[config.mk]
export PLATFORM = sky130hd
export DESIGN_NAME = apf_fault_top
export DESIGN_NICKNAME = d
export VERILOG_FILES = /design/src/common/apf_pkg.sv /design/src/common/apf_hb_if.sv /design/src/verilog/apf_fault_top.sv /design/src/verilog/apf_hb_limiter.sv
export SDC_FILE = /design/constraint.sdc
export NUM_CORES = 1
export LEC_CHECK = 0
export BUFFER_PORTS_ARGS = -buffer_cell sky130_fd_sc_hd__buf_2
export CAP_MARGIN = 20
export CORE_ASPECT_RATIO = 0.8
export CORE_MARGIN = 2
export CORE_UTILIZATION = 55
export CTS_CLUSTER_DIAMETER = 30
export DETAILED_ROUTE_END_ITERATION = 8
export PLACE_DENSITY = 0.88
export RECOVER_POWER = 50
export SETUP_SLACK_MARGIN = 0.1
export SYNTH_ARGS = -nofsm -noshare
export SYNTH_HDL_FRONTEND = slang
export SYNTH_SLANG_ARGS = --single-unit
[constraint.sdc]
create_clock -name SYS_CLK -period 2.5 [get_ports SYS_CLK]
set_clock_uncertainty 0.15 [all_clocks]
set_input_delay 0.5 -clock SYS_CLK [delete_from_list [all_inputs] [get_ports SYS_CLK]]
set_output_delay 0.5 -clock SYS_CLK [all_outputs]
set_load 0.005 [all_outputs]
[src/common/apf_pkg.sv]
package apf_pkg;

    // ------------------------------------------------------------
    // half bridge indexing and widths
    // ------------------------------------------------------------
    localparam int HB_COUNT = 4; // half bridges a, b, c, d
    localparam int HB_A = 0;
    localparam int HB_B = 1;
    localparam int HB_C = 2;
    localparam int HB_D = 3;
    localparam int RES_W = 7; // resistor setting in kilo-ohm, whole units

    // ------------------------------------------------------------
    // output configuration codes on the mode pins
    // ------------------------------------------------------------
    localparam logic [1:0] MODE_BRIDGED = 2'h0; // bridged stereo
    localparam logic [1:0] MODE_PARALLEL = 2'h2; // parallel bridged mono
    localparam logic [1:0] MODE_SINGLE = 2'h3; // four single ended

    // ------------------------------------------------------------
    // overcurrent select resistor table, kilo-ohm
    // ------------------------------------------------------------
    localparam logic [RES_W-1:0] RES_CYC_LO = 7'h16; // 22k, 17.0 A
    localparam logic [RES_W-1:0] RES_CYC_2 = 7'h18; // 24k, 15.7 A
    localparam logic [RES_W-1:0] RES_CYC_3 = 7'h1B; // 27k, 14.2 A
    localparam logic [RES_W-1:0] RES_CYC_HI = 7'h1E; // 30k, 12.9 A
    localparam logic [RES_W-1:0] RES_LAT_LO = 7'h2F; // 47k, 17.0 A
    localparam logic [RES_W-1:0] RES_LAT_2 = 7'h33; // 51k, 15.7 A
    localparam logic [RES_W-1:0] RES_LAT_3 = 7'h38; // 56k, 14.2 A
    localparam logic [RES_W-1:0] RES_LAT_HI = 7'h40; // 64k, 12.9 A

    // threshold codes driven to the comparator reference
    localparam logic [1:0] THR_17A0 = 2'h0;
    localparam logic [1:0] THR_15A7 = 2'h1;
    localparam logic [1:0] THR_14A2 = 2'h2;
    localparam logic [1:0] THR_12A9 = 2'h3; // also the minimum threshold

    // ------------------------------------------------------------
    // overload counter
    // ------------------------------------------------------------
    localparam int OVL_W = 11;
    localparam logic [OVL_W-1:0] OVL_MAX = 11'h400; // 1024 frames
    localparam logic [OVL_W-1:0] OVL_ONE = 11'h001;
    localparam logic [OVL_W-1:0] OVL_ZERO = 11'h000;

endpackage

[src/common/apf_hb_if.sv]
`timescale 1ns/1ps

// links the protection core to one half bridge limiter
interface apf_hb_if;
    logic oc; // filtered overcurrent comparator
    logic frame_start; // first cycle of a pwm frame
    logic latched_mode; // latched overcurrent selected
    logic clear; // device reset held
    logic flip; // cycle limit flip state
    logic overload; // latched overload shutdown

    modport core (output oc, output frame_start, output latched_mode, output clear,
        input flip, input overload);
    modport limiter (input oc, input frame_start, input latched_mode, input clear,
        output flip, output overload);
endinterface

[src/verilog/apf_fault_top.sv]
// Functional notes
// [RULE1] shutdown flag low on any shutdown fault
// [RULE2] warning pin low while thermal warning
// [RULE3] two pins encode normal, fault, warning, both
// [RULE4] reset held forces shutdown flag released
// [RULE5] fault makes outputs hi-z, flag low
// [RULE6] undervoltage recovers by itself when gone
// [RULE7] pairs off in bridged, all in parallel
// [RULE8] bootstrap undervoltage: own bridge only, unlatched
// [RULE9] cycle limiting or latched trip, by configuration
// [RULE10] per-bridge flip, cleared at next frame
// [RULE11] counter up per event, down otherwise
// [RULE12] overload shutdown held until reset
// [RULE13] latched mode trips on first event
// [RULE14] resistor picks mode and threshold
// [RULE15] out of range resistor gives minimum threshold
// [RULE16] controller holds reset until supplies settle
// [RULE17] controller lowers volume on warning
// [RULE18] counter maximum is 1024 frames
// [RULE19] thermal shutdown latches until reset
// [RULE20] reset release at least 4 ms after flag
// [RULE21] comparator flags sampled as synchronous inputs
`timescale 1ns/1ps

module apf_fault_top (
    // clock and reset
    input wire logic SYS_CLK,
    input wire logic RST,
    // device reset pin and frame timing
    input wire logic RESET_N,
    input wire logic FRAME_START,
    // analog comparator flags
    input wire logic [apf_pkg::HB_COUNT-1:0] OC_DET,
    input wire logic [apf_pkg::HB_COUNT-1:0] BOOTSTRAP_SUPPLY_UV,
    input wire logic THERMAL_WARNING,
    input wire logic THERMAL_SHUTDOWN,
    input wire logic UNDERVOLT,
    // configuration
    input wire logic [1:0] MODE_SEL,
    input wire logic [apf_pkg::RES_W-1:0] OVERCURRENT_SELECT_RESISTOR,
    // power stage control
    output logic [apf_pkg::HB_COUNT-1:0] HB_HIZ,
    output logic [apf_pkg::HB_COUNT-1:0] HB_HS_OFF,
    output logic [apf_pkg::HB_COUNT-1:0] HB_FLIP,
    output logic [1:0] OC_THRESHOLD,
    output logic CYCLE_CURRENT_LIMIT,
    // open drain shutdown flag
    input wire logic SHUTDOWN_FLAG_N_I,
    output logic SHUTDOWN_FLAG_N_O,
    output logic SHUTDOWN_FLAG_N_OE,
    // open drain warning pin
    input wire logic CLIP_THERMAL_WARN_N_I,
    output logic CLIP_THERMAL_WARN_N_O,
    output logic CLIP_THERMAL_WARN_N_OE
);

    localparam int SYNC_W = 2 * apf_pkg::HB_COUNT + 4; // pins through the synchroniser

    // ------------------------------------------------------------
    // pin synchroniser
    // ------------------------------------------------------------
    logic [SYNC_W-1:0] raw; // pins as they arrive
    logic [SYNC_W-1:0] sync1; // metastable stage, read only by sync2
    logic [SYNC_W-1:0] sync2;
    logic [SYNC_W-1:0] sync3;
    logic [SYNC_W-1:0] filt; // accepted value
    logic [SYNC_W-1:0] next_filt;

    assign raw = {RESET_N, THERMAL_WARNING, THERMAL_SHUTDOWN, UNDERVOLT,
        BOOTSTRAP_SUPPLY_UV, OC_DET};

    // accept a bit only once the last two stages agree
    always_comb
    begin
        next_filt = filt;
        for (int i = 0; i < SYNC_W; i++)
        begin
            if (sync2[i] == sync3[i])
                next_filt[i] = sync3[i]; // [RULE21]
        end
    end

    // resets to all zero, so the device starts in reset
    always_ff @(posedge SYS_CLK)
    begin
        if (RST)
        begin
            sync1 <= '0;
            sync2 <= '0;
            sync3 <= '0;
            filt <= '0;
        end
        else
        begin
            sync1 <= raw;
            sync2 <= sync1;
            sync3 <= sync2;
            filt <= next_filt;
        end
    end

    // unpacked views of the accepted flags
    logic [apf_pkg::HB_COUNT-1:0] oc;
    logic [apf_pkg::HB_COUNT-1:0] boot_uv;
    logic uv;
    logic tshut;
    logic twarn;
    logic dev_reset; // reset pin held low

    assign oc = filt[apf_pkg::HB_COUNT-1:0];
    assign boot_uv = filt[2*apf_pkg::HB_COUNT-1:apf_pkg::HB_COUNT];
    assign uv = filt[2*apf_pkg::HB_COUNT];
    assign tshut = filt[2*apf_pkg::HB_COUNT+1];
    assign twarn = filt[2*apf_pkg::HB_COUNT+2];
    assign dev_reset = ~filt[2*apf_pkg::HB_COUNT+3];

    // ------------------------------------------------------------
    // resistor decode
    // ------------------------------------------------------------
    // returns {latched mode, threshold code}
    function automatic logic [2:0] decode_res(input logic [apf_pkg::RES_W-1:0] r);
        logic [2:0] res;
        res = {1'b1, apf_pkg::THR_12A9};
        if (r >= apf_pkg::RES_CYC_LO && r <= apf_pkg::RES_CYC_HI)
        begin
            // lower band: cycle limiting
            if (r < apf_pkg::RES_CYC_2)
                res = {1'b0, apf_pkg::THR_17A0};
            else if (r < apf_pkg::RES_CYC_3)
                res = {1'b0, apf_pkg::THR_15A7};
            else if (r < apf_pkg::RES_CYC_HI)
                res = {1'b0, apf_pkg::THR_14A2};
            else
                res = {1'b0, apf_pkg::THR_12A9};
        end
        else if (r >= apf_pkg::RES_LAT_LO && r <= apf_pkg::RES_LAT_HI)
        begin
            // upper band: latched trip
            if (r < apf_pkg::RES_LAT_2)
                res = {1'b1, apf_pkg::THR_17A0};
            else if (r < apf_pkg::RES_LAT_3)
                res = {1'b1, apf_pkg::THR_15A7};
            else if (r < apf_pkg::RES_LAT_HI)
                res = {1'b1, apf_pkg::THR_14A2};
            else
                res = {1'b1, apf_pkg::THR_12A9};
        end
        return res;
    endfunction

    logic [2:0] oc_cfg;
    assign oc_cfg = decode_res(OVERCURRENT_SELECT_RESISTOR); // [RULE14] [RULE15] [RULE9]

    // ------------------------------------------------------------
    // half bridge limiters
    // ------------------------------------------------------------
    apf_hb_if hb_link[apf_pkg::HB_COUNT]();
    logic [apf_pkg::HB_COUNT-1:0] flip;
    logic [apf_pkg::HB_COUNT-1:0] overload;

    for (genvar g = 0; g < apf_pkg::HB_COUNT; g++)
    begin : g_hb
        // oc is masked during device reset so nothing counts
        assign hb_link[g].oc = oc[g] & ~dev_reset;
        assign hb_link[g].frame_start = FRAME_START;
        assign hb_link[g].latched_mode = oc_cfg[2];
        assign hb_link[g].clear = dev_reset;
        assign flip[g] = hb_link[g].flip;
        assign overload[g] = hb_link[g].overload;

        apf_hb_limiter u_limiter (
            .SYS_CLK(SYS_CLK),
            .RST(RST),
            .HB(hb_link[g])
        );
    end

    // ------------------------------------------------------------
    // thermal shutdown latch
    // ------------------------------------------------------------
    logic therm_latch;
    logic next_therm_latch;

    // held reset clears it; a hot die sets it again on release
    always_comb
    begin
        if (dev_reset)
            next_therm_latch = 1'b0; // [RULE19]
        else
            next_therm_latch = therm_latch | tshut; // [RULE19]
    end

    always_ff @(posedge SYS_CLK)
    begin
        if (RST)
            therm_latch <= 1'b0;
        else
            therm_latch <= next_therm_latch;
    end

    // ------------------------------------------------------------
    // shutdown mapping and registered outputs
    // ------------------------------------------------------------
    logic global_off; // every bridge off
    logic pair_ab; // a/b pair off
    logic pair_cd; // c/d pair off
    logic [apf_pkg::HB_COUNT-1:0] next_hiz;
    logic [apf_pkg::HB_COUNT-1:0] next_hs_off;
    logic [apf_pkg::HB_COUNT-1:0] next_flip_out;
    logic next_fault;
    logic next_warn;
    logic fault; // flag pulled low
    logic warn; // warning pulled low

    always_comb
    begin
        // undervoltage is not latched, so it drops out with the supply
        global_off = therm_latch | uv | dev_reset; // [RULE6] [RULE5]
        pair_ab = overload[apf_pkg::HB_A] | overload[apf_pkg::HB_B];
        pair_cd = overload[apf_pkg::HB_C] | overload[apf_pkg::HB_D];
        if (MODE_SEL == apf_pkg::MODE_PARALLEL)
        begin
            // one mono channel: any error takes all four
            pair_ab = |overload; // [RULE7]
            pair_cd = |overload; // [RULE7]
        end
        next_hiz = {pair_cd, pair_cd, pair_ab, pair_ab}
            | {apf_pkg::HB_COUNT{global_off}}; // [RULE7] [RULE5]
        // bootstrap undervoltage only kills its own high side
        next_hs_off = boot_uv & ~next_hiz; // [RULE8]
        // flip is meaningless once the bridge is off
        next_flip_out = flip & ~next_hiz; // [RULE10]
        // reset masks every fault on the flag
        next_fault = ~dev_reset & (therm_latch | uv | (|overload)); // [RULE1] [RULE4] [RULE3]
        next_warn = twarn; // [RULE2] [RULE3]
    end

    always_ff @(posedge SYS_CLK)
    begin
        if (RST)
        begin
            HB_HIZ <= '1;
            HB_HS_OFF <= '0;
            HB_FLIP <= '0;
            OC_THRESHOLD <= apf_pkg::THR_12A9;
            CYCLE_CURRENT_LIMIT <= 1'b0;
            fault <= 1'b0;
            warn <= 1'b0;
        end
        else
        begin
            HB_HIZ <= next_hiz;
            HB_HS_OFF <= next_hs_off;
            HB_FLIP <= next_flip_out;
            OC_THRESHOLD <= oc_cfg[1:0]; // [RULE14]
            CYCLE_CURRENT_LIMIT <= ~oc_cfg[2]; // [RULE9]
            fault <= next_fault;
            warn <= next_warn;
        end
    end

    // open drain: only ever pull low
    assign SHUTDOWN_FLAG_N_O = 1'b0;
    assign SHUTDOWN_FLAG_N_OE = fault; // [RULE1]
    assign CLIP_THERMAL_WARN_N_O = 1'b0;
    assign CLIP_THERMAL_WARN_N_OE = warn; // [RULE2]

endmodule // apf_fault_top

[src/verilog/apf_hb_limiter.sv]
`timescale 1ns/1ps

// one half bridge: cycle limiter, overload counter, latched trip
module apf_hb_limiter (
    // clock and reset
    input wire logic SYS_CLK,
    input wire logic RST,
    // core link
    apf_hb_if.limiter HB
);

    logic flip; // flip state in this frame
    logic seen_oc; // an event happened in this frame
    logic [apf_pkg::OVL_W-1:0] count; // overload counter
    logic overload; // latched shutdown
    logic next_flip;
    logic next_seen_oc;
    logic [apf_pkg::OVL_W-1:0] next_count;
    logic next_overload;

    // ------------------------------------------------------------
    // next state
    // ------------------------------------------------------------
    always_comb
    begin
        next_flip = flip;
        next_seen_oc = seen_oc;
        next_count = count;
        next_overload = overload;
        if (HB.clear)
        begin
            // device reset wipes every latch and count
            next_flip = 1'b0; // [RULE12]
            next_seen_oc = 1'b0;
            next_count = apf_pkg::OVL_ZERO;
            next_overload = 1'b0; // [RULE12]
        end
        else if (HB.latched_mode)
        begin
            // first event trips at once, nothing counted
            next_flip = 1'b0;
            next_overload = overload | HB.oc; // [RULE13]
        end
        else
        begin
            // flip clears at frame start, but a new event wins
            if (HB.frame_start)
                next_flip = 1'b0; // [RULE10]
            if (HB.oc)
                next_flip = 1'b1; // [RULE10]
            if (HB.frame_start)
            begin
                // settle the frame just ended: up on event, down otherwise
                next_seen_oc = HB.oc;
                if (seen_oc)
                begin
                    if (count != apf_pkg::OVL_MAX)
                        next_count = count + apf_pkg::OVL_ONE; // [RULE11]
                end
                else if (count != apf_pkg::OVL_ZERO)
                begin
                    next_count = count - apf_pkg::OVL_ONE; // [RULE11]
                end
            end
            else
            begin
                next_seen_oc = seen_oc | HB.oc;
            end
            // saturated count means sustained overload
            next_overload = overload | (next_count == apf_pkg::OVL_MAX); // [RULE11] [RULE18]
        end
    end

    // ------------------------------------------------------------
    // registers
    // ------------------------------------------------------------
    always_ff @(posedge SYS_CLK)
    begin
        if (RST)
        begin
            flip <= 1'b0;
            seen_oc <= 1'b0;
            count <= apf_pkg::OVL_ZERO;
            overload <= 1'b0;
        end
        else
        begin
            flip <= next_flip;
            seen_oc <= next_seen_oc;
            count <= next_count;
            overload <= next_overload;
        end
    end

    assign HB.flip = flip;
    assign HB.overload = overload;

endmodule // apf_hb_limiter

# Word level (Yosys, flattened, before mapping)
# Cells that the tools add are included.
[word_totals]
ramBits = 0
latchBits = 0
memories = 0
register_bits = 122
in_bits = 26
word_cells = 167
romBits = 0
output_inout_bits = 19
[classes]
n_mul = 0
muxes = 47
n_lt_le_gt_ge = 10
eq_ne = 21
reduce_logical = 13
add_sub_neg = 8
n_bitwise = 29
shift = 0
n_div = 0
[ops]
columns = ["cell", "count"]
rows = [
  ["two-way mux 11 bit", 24],
  ["adder 11 x 1 -> 11 bit (second input constant)", 4],
  ["== test 11 bit (second input constant)", 4],
  ["inequality test 11 bit (second input constant)", 4],
  ["nonzero test 11 bit", 4],
  ["subtractor 11 x 1 -> 11 bit (second input constant)", 4],
  ["< comparator 7 x 5 -> 1 bit (second input constant)", 3],
  ["OR 1 bit", 18],
  ["two-way mux 1 bit", 17],
  ["< comparator 7 x 6 -> 1 bit (second input constant)", 2],
  ["== test 1 bit", 12],
  ["two-way mux 2 bit", 5],
  ["bitwise AND 4 bit", 2],
  ["nonzero test 2 bit", 4],
  ["greater-or-equal comparator 7 x 5 -> 1 bit (second input constant)", 1],
  ["greater-or-equal comparator 7 x 6 -> 1 bit (second input constant)", 1],
  ["<= comparator 7 x 5 -> 1 bit (second input constant)", 1],
  ["<= comparator 7 bit (second input constant)", 1],
  ["< comparator 7 bit (second input constant)", 1],
  ["bitwise AND 1 bit", 5],
  ["NOT 4 bit", 1],
  ["OR 4 bit", 1],
  ["OR reduction 4 bit", 1],
  ["two-way mux 3 bit", 1],
  ["5 further kinds", 7],
]

# Longest topological paths before layout
# Gate-level depths: netlist (run 1).
[depth]
ltp_word = 11
depth_mapped = 10
ltp_nobuf = 9

# Modules after synthesis
# From an unflattened synthesis (run 1), not the netlist that was laid out.
[hier_totals]
hier_cells = 932
area_unflattened_um2 = 7305.8
[by_module_without_submodules]
columns = ["module", "cells_per_inst", "area_each_um2", "n_inst", "seq_area_each_um2"]
rows = [
  ["apf_hb_limiter", 184, 1310.0, 4, 280.3],
  ["apf_fault_top", 196, 2065.7, 1, 1281.2],
]

# Worst setup path before layout (run 1)
# No wires, ideal clock.
[synth_timing]
kind = "register -> register"
from = "reg g_hb[0].u_limiter.count[0] in the netlist's numbering"
to = "reg g_hb[0].u_limiter.count[3] in the netlist's numbering"
path_buffers = 1
period_less_slack_ps = 2376
arrival_time_ps = 2098
setup_time_ps = 128
stages_incl_launch_ff = 10
required_ps = 2222
setup_slack_ps = 124
cell_sequence = "dfxtp_1 -> clkbuf_1 -> inv_1 -> ha_1 -> nand4_1 -> or2b_1 -> or4_1 -> a21oi_1 -> xnor2_1 -> nor2_1"
[synth_via]
elab_chain_cells = 6
word_cells_on_any_way = 10
cone_classes = "2 x add/sub; 1 x eq/ne; 6 x mux; 1 x reduce/logical"
[synth_lines]
columns = ["item", "line", "source"]
rows = [
  ["start, declared", "apf_hb_limiter.sv:14", "logic [apf_pkg::OVL_W-1:0] count;"],
  ["start signal, assigned", "apf_hb_limiter.sv:83", "count <= apf_pkg::OVL_ZERO;"],
  ["start signal, assigned", "apf_hb_limiter.sv:90", "count <= next_count;"],
  ["subtractor 11 x 1 -> 11 bit (tied with other cells)", "apf_hb_limiter.sv:62", "next_count = count - apf_pkg::OVL_ONE;"],
  ["two-way mux 11 bit (on tied branches)", "apf_hb_limiter.sv:60, apf_hb_limiter.sv:57", ""],
  ["two-way mux 11 bit *", "apf_hb_limiter.sv:55", "if (seen_oc)"],
  ["two-way mux 11 bit *", "apf_hb_limiter.sv:51", "if (HB.frame_start)"],
  ["two-way mux 11 bit *", "apf_hb_limiter.sv:38", "else if (HB.latched_mode)"],
  ["two-way mux 11 bit *", "apf_hb_limiter.sv:30", "if (HB.clear)"],
]
# Every way passes the cells marked *; elsewhere a longest branch is shown, timed or not. The select of a mux whose other input is x is not followed.
# A chain may end at the register's enable or synchronous reset.

# Final worst setup path (run 1)
[layout_timing]
from = "reg g_hb[3].u_limiter.count[1] in the netlist's numbering"
to = "reg g_hb[3].u_limiter.overload"
[layout_via]
elab_chain_cells = 9
word_cells_on_any_way = 13
cone_classes = "2 x add/sub; 2 x eq/ne; 7 x mux; 1 x bitwise; 1 x reduce/logical"
[layout_lines]
columns = ["item", "line", "source"]
rows = [
  ["start, declared", "apf_hb_limiter.sv:14", ""],
  ["start signal, assigned", "apf_hb_limiter.sv:83", ""],
  ["start signal, assigned", "apf_hb_limiter.sv:90", ""],
  ["subtractor 11 x 1 -> 11 bit (tied with other cells)", "apf_hb_limiter.sv:62", ""],
  ["two-way mux 11 bit (on tied branches)", "apf_hb_limiter.sv:60, apf_hb_limiter.sv:57", ""],
  ["two-way mux 11 bit", "apf_hb_limiter.sv:55", ""],
  ["two-way mux 11 bit *", "apf_hb_limiter.sv:51", ""],
  ["two-way mux 11 bit *", "apf_hb_limiter.sv:38", ""],
  ["two-way mux 11 bit *", "apf_hb_limiter.sv:30", ""],
  ["== test 11 bit *", "apf_hb_limiter.sv:70", "next_overload = overload | (next_count == apf_pkg::OVL_MAX);"],
  ["OR 1 bit *", "apf_hb_limiter.sv:70", ""],
  ["two-way mux 1 bit *", "apf_hb_limiter.sv:38", ""],
  ["end signal, assigned", "apf_hb_limiter.sv:91", "overload <= next_overload;"],
  ["end, declared", "apf_hb_limiter.sv:15", "logic overload;"],
]
# Marked as above.

==> results.md, run 1 <==
* Number of remaining DRC errors at 0
* Top cell type's share of synthesized area at 37.7%
* Hpwl dp at 11.8 mm
* First-iteration detailed-routing DRC count at 1089
* Tcrit/Tclk final at 95.3%
* Routability cong. at 0.925
* Port-buffer cells at 40
* Outcome: finished, final reports clean
* FF+latch count, synth at 120
* First-pass GRT wire length at 30.8 mm
* Antenna diodes at 0
* Fraction of synthesized cell area in xor and xnor cells at 4.67%
* Setup Total Neg Slack at 0 ps
* Post-synthesis mux area share at 0.981%
* Avg WL per Cell at 19.1 um
* Fin. Hold Viols at 0
* Nets at 931
* Worst slew margin at 34.2%
* Tightest Pin Transition at 987 ps
* Routed WL at 20.2 mm
* Root buffer cell: clkbuf_16
* Routed Antenna Nets at 0
* DR vias at 6886
* Lkg Pwr at 0.00292 uW
* MaxCap Viol Count at 0
* Final Non-Filler Cells at 1057
* DR WL met3 at 2.07 mm
* Register area share after synthesis at 37.7%
* Synth Cell Area at 0.00638 sq mm
* Startpoint Class: flop
* Die height at 100 um
* Num CTS Buffers at 17
* Maximum vdd ir drop at 0.509 mV
* Synth Area in Adders at 1.57%
* Clk buf depth at 2
* Most frequent cell after synthesis: dfxtp_1
* GR Util All Layers at 30.3%
* Critical path cell sequence: inv_4 > ha_4 > nor3b_4 > nand4_1 > nand3_2 > o211ai_1 > a2111oi_2 > nand4_1 > o22ai_1
* Synth area leaders: dfxtp_1 (38%), a21oi_1 (5.2%), nor2b_1 (4.4%)
* GRT overflow at 0
* Min cycle time layout at 2380 ps
* Worst skew pair latency at 410 ps
* Setup CP Type: reg -> reg
* Max Freq at 420 MHz
* Cell Pwr Density at 595 mW/mm^2
* Synth Area in Simple Gates at 30.1%
* Sw Pwr at 1040 uW
* Top cells by count, synth: dfxtp_1 (120), nand2_1 (72), nor2_1 (70)
* Sequential share of power at 40.5%
* Worst path required time at 2680 ps
* Async SR Flop Fraction at 0%
* M1 WL at 8.13 mm
* Fillers at 768
* Cells after synthesis at 809
* Yosys cell types at 73
* Layout area overhead at 26.6%
* Worst setup EP type: flop
* Avg Cell Area, Syn at 7.88 sq um
* IO Pins at 45
* Primary FF master, synth: dfxtp_1
* Clock Power Share at 56.3%
* CP arrival at 2570 ps
* Die width at 124 um
* CTS tree: done
* Sw Share at 21.6%
* Die ar. at 0.0125 sq mm
* H-Tree Depth at 4
* Critical path peak fanout at 8
* Vias in the first global route at 6113
* Unrepaired setup endpoints after global routing: true
* Post-CTS Hold Fix Bufs at 0
* Vias/cell at 6.51
* Largest net degree at the start of global routing at 59
* DR top layer: met4
* Core ar. at 0.0114 sq mm
* Number of clock sinks at 120
* Internal power at 3770 uW
* Initial DRT Pass Iterations at 5
* Largest family of logic cells by synthesized area: simple AND/OR/NAND/NOR gates
* Initial antenna violation count at 0
* Row count at 35
* Comb pwr share at 3.2%
* Hold_ws at 146 ps
* DR WL met2 at 9.10 mm
* Synth warn at 0
* Final setup vio count at 0
* Hold Path Class: in -> reg
* CP peak stage delay at 380 ps
* Max-slew violation count at 0
* Effective utilization at floorplan at 55.8%
* CP max-delay cell: dfxtp_4
* Largest area contributor in the netlist: dfxtp_1
* CTS clock-pin slew for the worst setup and hold paths at 60 ps
* EDFF count, synth at 0
* CP dominant cell by count: nand4_1
* Layout cells sized above 1 at 23.4%
* Placed Cells at 1012
* Compound-Gate Fraction of Synth Area at 19.2%
## metal layers
metal | track usage, % | up-vias
met5 | 0 | -
li1 | - | 3069
met2 | 48.4 | 499
met3 | 7.20 | 106
met4 | 14.0 | 0
met1 | 39.2 | 3212
## area by class of cell
cell class	instances	area [sq um]	area share, %
Clock buffer	17	425	5.27
Clock inverter	14	223	2.76
Inverter	22	87.6	1.08
Multi-Input combinational cell	603	3810	47.2
Sequential cell	120	2420	30.0
Tap cell	148	185	2.29
Timing Repair Buffer	133	921	11.4
## repair_timing
item                       in CTS  in global routing
buffers inserted                3                 11
resized for setup               8                 50
setup endpoints to repair       5                 12
pin swaps                       2                 15
## cell usage in the layout (no fill, tap or decap), drive strengths merged, types with 11 or more instances in the layout
cell,count
and3,11
inv,23
dfxtp,120
a211oi,13
nor3,33
buf,119
nand4,24
xnor2,24
o21ai,46
or3,15
nand3,31
nand2,72
nor2b,46
clkbuf,31
nor4,12
nor2,71
a21oi,67
a31oi,14
## cells by family (layout without fill, tap and decap cells)
kind of cell               Yosys count  in the layout
buffers and inverters               87            186
DFF                                120            120
and+or+nand+nor                    357            357
adders and majority gates            8              8
muxes                                6              6
AOI/OAI and AO/OA                  196            196
xor gates and xnor gates            34             34
other                                1              2
## state kept, by name (all words and copies together) (netlist names), 2 cells and up
name,count
g_hb.u_limiter.seen_oc,4
g_hb.u_limiter.count,44
HB_HS_OFF,4
filt,12
HB_HIZ,2
sync3,12
sync2,12
g_hb.u_limiter.HB.flip,4
HB_FLIP,4
g_hb.u_limiter.HB.overload,4
OC_THRESHOLD,2
sync1,12
## final timing paths
| path | startpoint | to | slack, ps | cells after the start |
|---|---|---|---|---|
| setup / recovery | g_hb[3].u_limiter.count[1]$_SDFFE_PP0P_ | g_hb[3].u_limiter.HB.overload$_SDFF_PP0_ | 120 | 9 |
| hold reg to reg | sync1[3]$_SDFF_PP0_ | sync2[3]$_SDFF_PP0_ | 290 | 1 |
| setup reg to reg | g_hb[3].u_limiter.count[1]$_SDFFE_PP0P_ | g_hb[3].u_limiter.HB.overload$_SDFF_PP0_ | 120 | 9 |
| hold / removal | RESET_N | sync1[11]$_SDFF_PP0_ | 150 | 2 |
## power groups by stage
stage	Sequential, uW	Combinational, uW	Clock (uW)
finish	1950	153	2710
global route	1950	163	2810
CTS	1950	145	2710
detailed placement	1990	140	0
global placement	1990	136	0
floorplan	1990	79.6	0
## worst max-delay path: cells and delay by family, from the launching register on
family | cells | cell delay (ps)
flops | 1 | 380
simple gates | 4 | 880
fa+ha+maj | 1 | 140
buf+inv | 1 | 80
compound gates | 3 | 680
## stage by stage
step	utilization [%]	cell area (sq um)	power [uW]	worst slack (ps)
floorplan	-	6380	2070	124
global placement	62.3	7120	2120	48.0
detailed placement	62.3	7120	2130	0.451
CTS	68.5	7830	4810	43.5
global route	70.7	8080	4920	5.40
finish	70.7	8080	4810	118
No activity file was read; power rests on OpenSTA's default activity.
==> run 2: changes to the inputs <==
Settings changed: CORE_ASPECT_RATIO 0.8 to not set, PLACE_DENSITY 0.88 to 0.85.
Clock period 2.5 ns to 2.72 ns, I/O delays scaled along.
==> run 2 against run 1 <==
Final cell count is 5.1% lower; critical path depth is the same; hold slack better by 45 ps; die area about the same; final area decreased by 8.7%; total power down 16%; register-to-register slack better by 50 ps; global-route usage is 5.4 points lower; setup slack improved by 46 ps; largest cell class unchanged; largest power group unchanged.
==> results.md, run 2 (synthesis gave the netlist of run 1 again) <==
* Initial DRT Pass Iterations at 6 (was 5)
* Routed WL at 15.4 mm (was 20.2 mm)
* Hold_ws at 191 ps (was 146 ps)
* Root buffer cell: clkbuf_16 (unchanged)
* Fin. Hold Viols at 0 (unchanged)
* Worst setup EP type: flop (unchanged)
* Final setup vio count at 0 (unchanged)
* Vias in the first global route at 5491 (was 6113)
* Tightest Pin Transition at 1010 ps (was 987 ps)
* Antenna diodes at 0 (unchanged)
* Port-buffer cells at 40 (unchanged)
* Layout area overhead at 15.6% (was 26.6%)
* Routed Antenna Nets at 0 (unchanged)
* Hpwl dp at 10.3 mm (was 11.8 mm)
* Startpoint Class: flop (unchanged)
* Placed Cells at 970 (was 1012)
* Row count at 39 (was 35)
* Routability cong. at 0.996 (was 0.925)
* Critical path cell sequence: inv_1 > ha_1 > nor3b_4 > nand4_1 > nand3_1 > o211ai_1 > a2111oi_1 > nand4_1 > o22ai_1 (was inv_4 > ha_4 > nor3b_4 > nand4_1 > nand3_2 > o211ai_1 > a2111oi_2 > nand4_1 > o22ai_1)
* Num CTS Buffers at 17 (unchanged)
* Unrepaired setup endpoints after global routing: true (unchanged)
* IO Pins at 45 (unchanged)
* Largest net degree at the start of global routing at 53 (was 59)
* Min cycle time layout at 2560 ps (was 2380 ps)
* Outcome: finished, final reports clean (unchanged)
* CP dominant cell by count: nand4_1 (unchanged)
* Core ar. at 0.0114 sq mm (about the same)
* Worst skew pair latency at 410 ps (about the same)
* GRT overflow at 0 (unchanged)
* DR top layer: met4 (unchanged)
* Number of clock sinks at 120 (unchanged)
* Hold Path Class: in -> reg (unchanged)
* Setup CP Type: reg -> reg (unchanged)
* Critical path peak fanout at 7 (was 8)
* Lkg Pwr at 0.00257 uW (was 0.00292 uW)
* CTS clock-pin slew for the worst setup and hold paths at 60 ps (about the same)
* Post-CTS Hold Fix Bufs at 0 (unchanged)
* Max-slew violation count at 0 (unchanged)
* DR WL met2 at 7.37 mm (was 9.10 mm)
* Clk buf depth at 2 (unchanged)
* CP peak stage delay at 530 ps (was 380 ps)
* Worst slew margin at 33.0% (was 34.2%)
* MaxCap Viol Count at 0 (unchanged)
* Setup Total Neg Slack at 0 ps (unchanged)
* Final Non-Filler Cells at 1003 (was 1057)
* Nets at 881 (was 931)
* Maximum vdd ir drop at 0.574 mV (was 0.509 mV)
* Die height at 112 um (was 100 um)
* Max reg flops at 44 (unchanged)
* Tcrit/Tclk final at 94.0% (was 95.3%)
* Biggest register: g_hb.u_limiter.count (unchanged)
* Layout cells sized above 1 at 15.2% (was 23.4%)
* Finished Core Util at 64.9% (was 70.7%)
* Reg2Reg Depth at 9 (unchanged)
* Commonest non-fill, non-tap cells in the layout: dfxtp_1 (118), nand2_1 (72), nor2_1 (70) (was dfxtp_1 (108), buf_4 (88), nand2_1 (72))
* CP arrival at 2730 ps (was 2570 ps)
* Vias/cell at 6.08 (was 6.51)
* CTS tree: done (unchanged)
* Max Freq at 391 MHz (was 420 MHz)
* Cell Pwr Density at 544 mW/mm^2 (was 595 mW/mm^2)
* WHS Path Cells at 2 (unchanged)
* Die ar. at 0.0125 sq mm (about the same)
* CP max-delay cell: a2111oi_1 (was dfxtp_4)
* GR Util All Layers at 24.9% (was 30.3%)
* DR WL met3 at 1.07 mm (was 2.07 mm)
* Worst path required time at 2900 ps (was 2680 ps)
* DR vias at 6094 (was 6886)
* First-pass GRT wire length at 25.9 mm (was 30.8 mm)
* M1 WL at 6.62 mm (was 8.13 mm)
* H-Tree Depth at 4 (unchanged)
* First-iteration detailed-routing DRC count at 623 (was 1089)
* Avg WL per Cell at 15.3 um (was 19.1 um)
* Effective utilization at floorplan at 56.1% (was 55.8%)
* Initial antenna violation count at 0 (unchanged)
* Number of remaining DRC errors at 0 (unchanged)
* Commonest non-fill, non-tap cell in the layout: dfxtp_1 (unchanged)
* Die width at 112 um (was 124 um)
run 2: changes by cell type in the layout (fill, tap and decap cells not counted), moves of 4 or more:
cell | before | now
dfxtp_1 | 108 | 118
buf_4 | 88 | 40
bufinv_16 | 5 | 1
buf_2 | 27 | 33
clkbuf_1 | 13 | 9
clkinvlp_4 | 2 | 6
clkinv_4 | 4 | 0
dfxtp_2 | 9 | 2
run 2: final timing paths:
path / start / to / slack [ps]
setup reg to reg: g_hb[3].u_limiter.count[0]$_SDFFE_PP0P_ / g_hb[3].u_limiter.HB.overload$_SDFF_PP0_ / 160
hold / removal: UNDERVOLT / sync1[8]$_SDFF_PP0_ / 190
setup / recovery: g_hb[3].u_limiter.count[0]$_SDFFE_PP0P_ / g_hb[3].u_limiter.HB.overload$_SDFF_PP0_ / 160
hold reg to reg: sync1[7]$_SDFF_PP0_ / sync2[7]$_SDFF_PP0_ / 290
run 2: final cells by class:
type	count	area [sq um]
Sequential cell	120	2400
Timing Repair Buffer	83	522
Tap cell	143	179
Multi-Input combinational cell	603	3630
Clock inverter	11	98.8
Inverter	22	82.6
Clock buffer	21	460
Fill cell	931	3990
run 2: what timing repair did:
item / 4_1_cts / 5_1_grt
resized for setup: 0 / 5
endpoints found under the setup margin: 0 / 4
setup buffers: 0 / 1
run 2: stage by stage:
stage               worst slack [ps]  total power [uW]  instance area (sq um)
global placement                 161              1950                   6810
floorplan                        344              1900                   6380
CTS                              193              4050                   7370
detailed placement               132              1950                   6810
finish                           164              4010                   7380
global route                   -25.9              4130                   7380
run 2: metal layers:
layer	vias to the layer above	GRT usage, %
li1	2977	-
met1	2843	33.0
met2	242	39.9
met3	32	5.88
met4	0	8.56
met5	-	0
run 2: critical path: cells and delay by family (launching register included):
family	cells	cell delay, ps
buffers and inverters	1	150
adders and majority gates	1	220
AOI/OAI and AO/OA	3	760
and+or+nand+nor	4	840
DFF	1	360
run 2: power by group:
group | total [uW] | switching (uW) | internal (uW) | leakage (uW)
Combinational | 126 | 74.9 | 51.4 | 0.00134
Clock | 2100 | 797 | 1300 | 0.000258
Sequential | 1790 | 8.62 | 1780 | 0.000974
==> run 3: changes to the inputs <==
Settings changed: REMOVE_ABC_BUFFERS set to 1.
==> run 3 against run 2 <==
Critical path depth is the same; setup slack gained 6.5 ps; routed wire length grew 3.7%; count of clock-buffer cells in the layout shrank 4; clock power grew 16%; critical path type unchanged; highest routed layer unchanged.
==> results.md, run 3 (synthesis gave the netlist of run 1 again) <==
* Vias/cell at 6.11 (was 6.08)
* Fin. Hold Viols at 0 (unchanged)
* Internal power at 3390 uW (was 3130 uW)
* Finished Core Util at 65.9% (was 64.9%)
* Hold Startpoint: RESET_N (was UNDERVOLT)
* Hold Path Class: in -> reg (unchanged)
* Startpoint Class: flop (unchanged)
* Tightest Pin Transition at 961 ps (was 1010 ps)
* Outcome: finished, final reports clean (unchanged)
* Comb pwr share at 2.9% (was 3.1%)
* Unrepaired setup endpoints after global routing: true (unchanged)
* Routability cong. at 0.957 (was 0.996)
* Hpwl dp at 10.4 mm (was 10.3 mm)
* IO Pins at 45 (unchanged)
* Reg2Reg Depth at 9 (unchanged)
* Final WS setup at 171 ps (was 164 ps)
* Commonest non-fill, non-tap cell in the layout: dfxtp_1 (unchanged)
* Initial antenna violation count at 0 (unchanged)
* Tcrit/Tclk final at 93.7% (was 94.0%)
* Effective utilization at floorplan at 56.1% (unchanged)
* Routed Antenna Nets at 0 (unchanged)
* CP arrival at 2740 ps (was 2730 ps)
* CTS clock-pin slew for the worst setup and hold paths at 60 ps (about the same)
* Number of clock sinks at 120 (unchanged)
* H-Tree Depth at 4 (unchanged)
* Fillers at 926 (was 931)
* Port-buffer cells at 40 (unchanged)
* Final setup vio count at 0 (unchanged)
* Antenna diodes at 0 (unchanged)
* Layout cells sized above 1 at 16.1% (was 15.2%)
* Avg WL per Cell at 16.0 um (was 15.3 um)
* Routed WL at 16.0 mm (was 15.4 mm)
* Max Freq at 392 MHz (was 391 MHz)
* Commonest non-fill, non-tap cells in the layout: dfxtp_1 (115), nand2_1 (72), nor2_1 (70) (was dfxtp_1 (118), nand2_1 (72), nor2_1 (70))
* Clock Power Share at 55.9% (was 52.2%)
* Post-CTS Hold Fix Bufs at 0 (unchanged)
* Cell Pwr Density at 581 mW/mm^2 (was 544 mW/mm^2)
* Lkg Pwr at 0.00262 uW (was 0.00257 uW)
* Die width at 112 um (unchanged)
* Hold endpoint: sync1[11]$_SDFF_PP0_ (was sync1[8]$_SDFF_PP0_)
* Clk buf depth at 2 (unchanged)
* Maximum vdd ir drop at 0.892 mV (was 0.574 mV)
* Layout area overhead at 17.4% (was 15.6%)
* GRT overflow at 0 (unchanged)
* Die ar. at 0.0125 sq mm (unchanged)
* GR Util All Layers at 25.9% (was 24.9%)
* Worst slew margin at 35.9% (was 33.0%)
* Critical path cell sequence: inv_1 > ha_1 > nand2_1 > a211oi_1 > a21oi_2 > xnor2_1 > a211oi_1 > or4b_1 > o22ai_1 (was inv_1 > ha_1 > nor3b_4 > nand4_1 > nand3_1 > o211ai_1 > a2111oi_1 > nand4_1 > o22ai_1)
* Row count at 39 (unchanged)
* DR vias at 6114 (was 6094)
* Reg-to-Reg End: g_hb[3].u_limiter.HB.overload$_SDFF_PP0_ (unchanged)
* Worst path required time at 2910 ps (was 2900 ps)
* CP peak stage delay at 470 ps (was 530 ps)
* Sw Share at 22.2% (was 21.9%)
* Num CTS Buffers at 17 (unchanged)
* Initial DRT Pass Iterations at 5 (was 6)
* Root buffer cell: clkbuf_16 (unchanged)
* CP dominant cell by count: a211oi_1 (was nand4_1)
* R2r setup slk at 170 ps (was 160 ps)
* CP max-delay cell: a211oi_1 (was a2111oi_1)
* Vias in the first global route at 5542 (was 5491)
* Worst setup EP type: flop (unchanged)
* Min cycle time layout at 2550 ps (was 2560 ps)
* Critical path peak fanout at 7 (unchanged)
* Worst r2r src: g_hb[3].u_limiter.count[0]$_SDFFE_PP0P_ (unchanged)
* Setup CP Type: reg -> reg (unchanged)
* Max reg flops at 44 (unchanged)
* Sequential share of power at 41.1% (was 44.6%)
* First-iteration detailed-routing DRC count at 662 (was 623)
* First-pass GRT wire length at 26.4 mm (was 25.9 mm)
* Pre-CTS setup slack at 133 ps (was 132 ps)
* Nets at 878 (was 881)
* Biggest register: g_hb.u_limiter.count (unchanged)
* WHS Path Cells at 2 (unchanged)
* CTS tree: done (unchanged)
* Core ar. at 0.0114 sq mm (unchanged)
* Sw Pwr at 965 uW (was 881 uW)
* MaxCap Viol Count at 0 (unchanged)
* Number of remaining DRC errors at 0 (unchanged)
* Multi-input logic area at 0.00366 sq mm (was 0.00363 sq mm)
* Die height at 112 um (unchanged)
* Max-slew violation count at 0 (unchanged)
* Largest net degree at the start of global routing at 53 (unchanged)
* Register area at 0.00241 sq mm (was 0.00240 sq mm)
* Worst skew pair latency at 420 ps (was 410 ps)
[run 3: how the worst max path moves through the flow]
stage	startpoint	end	slack, ps	cells after the start
2_1_floorplan	OVERCURRENT_SELECT_RESISTOR[5]	g_hb[0].u_limiter.count[1]$_SDFFE_PP0P_	-70	6
3_3_place_gp	FRAME_START	g_hb[0].u_limiter.HB.overload$_SDFF_PP0_	150	8
3_5_place_dp	FRAME_START	g_hb[0].u_limiter.HB.overload$_SDFF_PP0_	130	8
4_1_cts	g_hb[2].u_limiter.count[1]$_SDFFE_PP0P_	g_hb[2].u_limiter.HB.overload$_SDFF_PP0_	140	9
5_1_grt	g_hb[3].u_limiter.count[0]$_SDFFE_PP0P_	g_hb[3].u_limiter.HB.overload$_SDFF_PP0_	3	9
6_report	g_hb[3].u_limiter.count[0]$_SDFFE_PP0P_	g_hb[3].u_limiter.HB.overload$_SDFF_PP0_	170	9
[run 3: area by class of cell]
type	count	share of cell area, %
clock inverters	15	2.86
inverters	22	1.10
repair buffers	80	6.85
multi-input cells	603	48.9
clock buffers	17	5.68
well taps	143	2.39
flip-flops and latches	120	32.2
[run 3: metrics by stage]
stage                     area (sq um)  total power [uW]  hold slack, ps  instances  TNS [ps]
after floorplan                   6100              1880             264        745      -157
after global placement            6800              1950             266        967         0
after detailed placement          6800              1950             278        967         0
after CTS                         7440              4380             168        999         0
after global routing              7490              4490             173       1000         0
final                             7490              4350             180       1000         0
[run 3: worst max-delay path, delay by kind of cell (launching register included)]
| family | cells | cell delay [ps] |
|---|---|---|
| AOI/OAI and AO/OA | 4 | 900 |
| xor gates and xnor gates | 1 | 150 |
| buffers and inverters | 1 | 130 |
| DFF | 1 | 370 |
| adders and majority gates | 1 | 220 |
| and+or+nand+nor | 2 | 540 |
[run 3: routing by layer]
layer	GRT usage (%)	wire length, um
met5	0	0
met4	12.3	548
met3	6.97	1160
met2	40.6	7420
met1	33.1	6830
[run 3: what timing repair did]
item,CTS,global route
endpoints found under the setup margin,0,7
resized for setup,0,15
buffers inserted,0,1
[run 3: power by group through the flow]
stage                     Combinational, uW  Clock [uW]  Sequential (uW)
after floorplan                        51.5           0             1830
after global placement                  122           0             1830
after detailed placement                125           0             1830
after CTS                               127        2460             1790
after global routing                    141        2550             1790
final                                   128        2430             1790
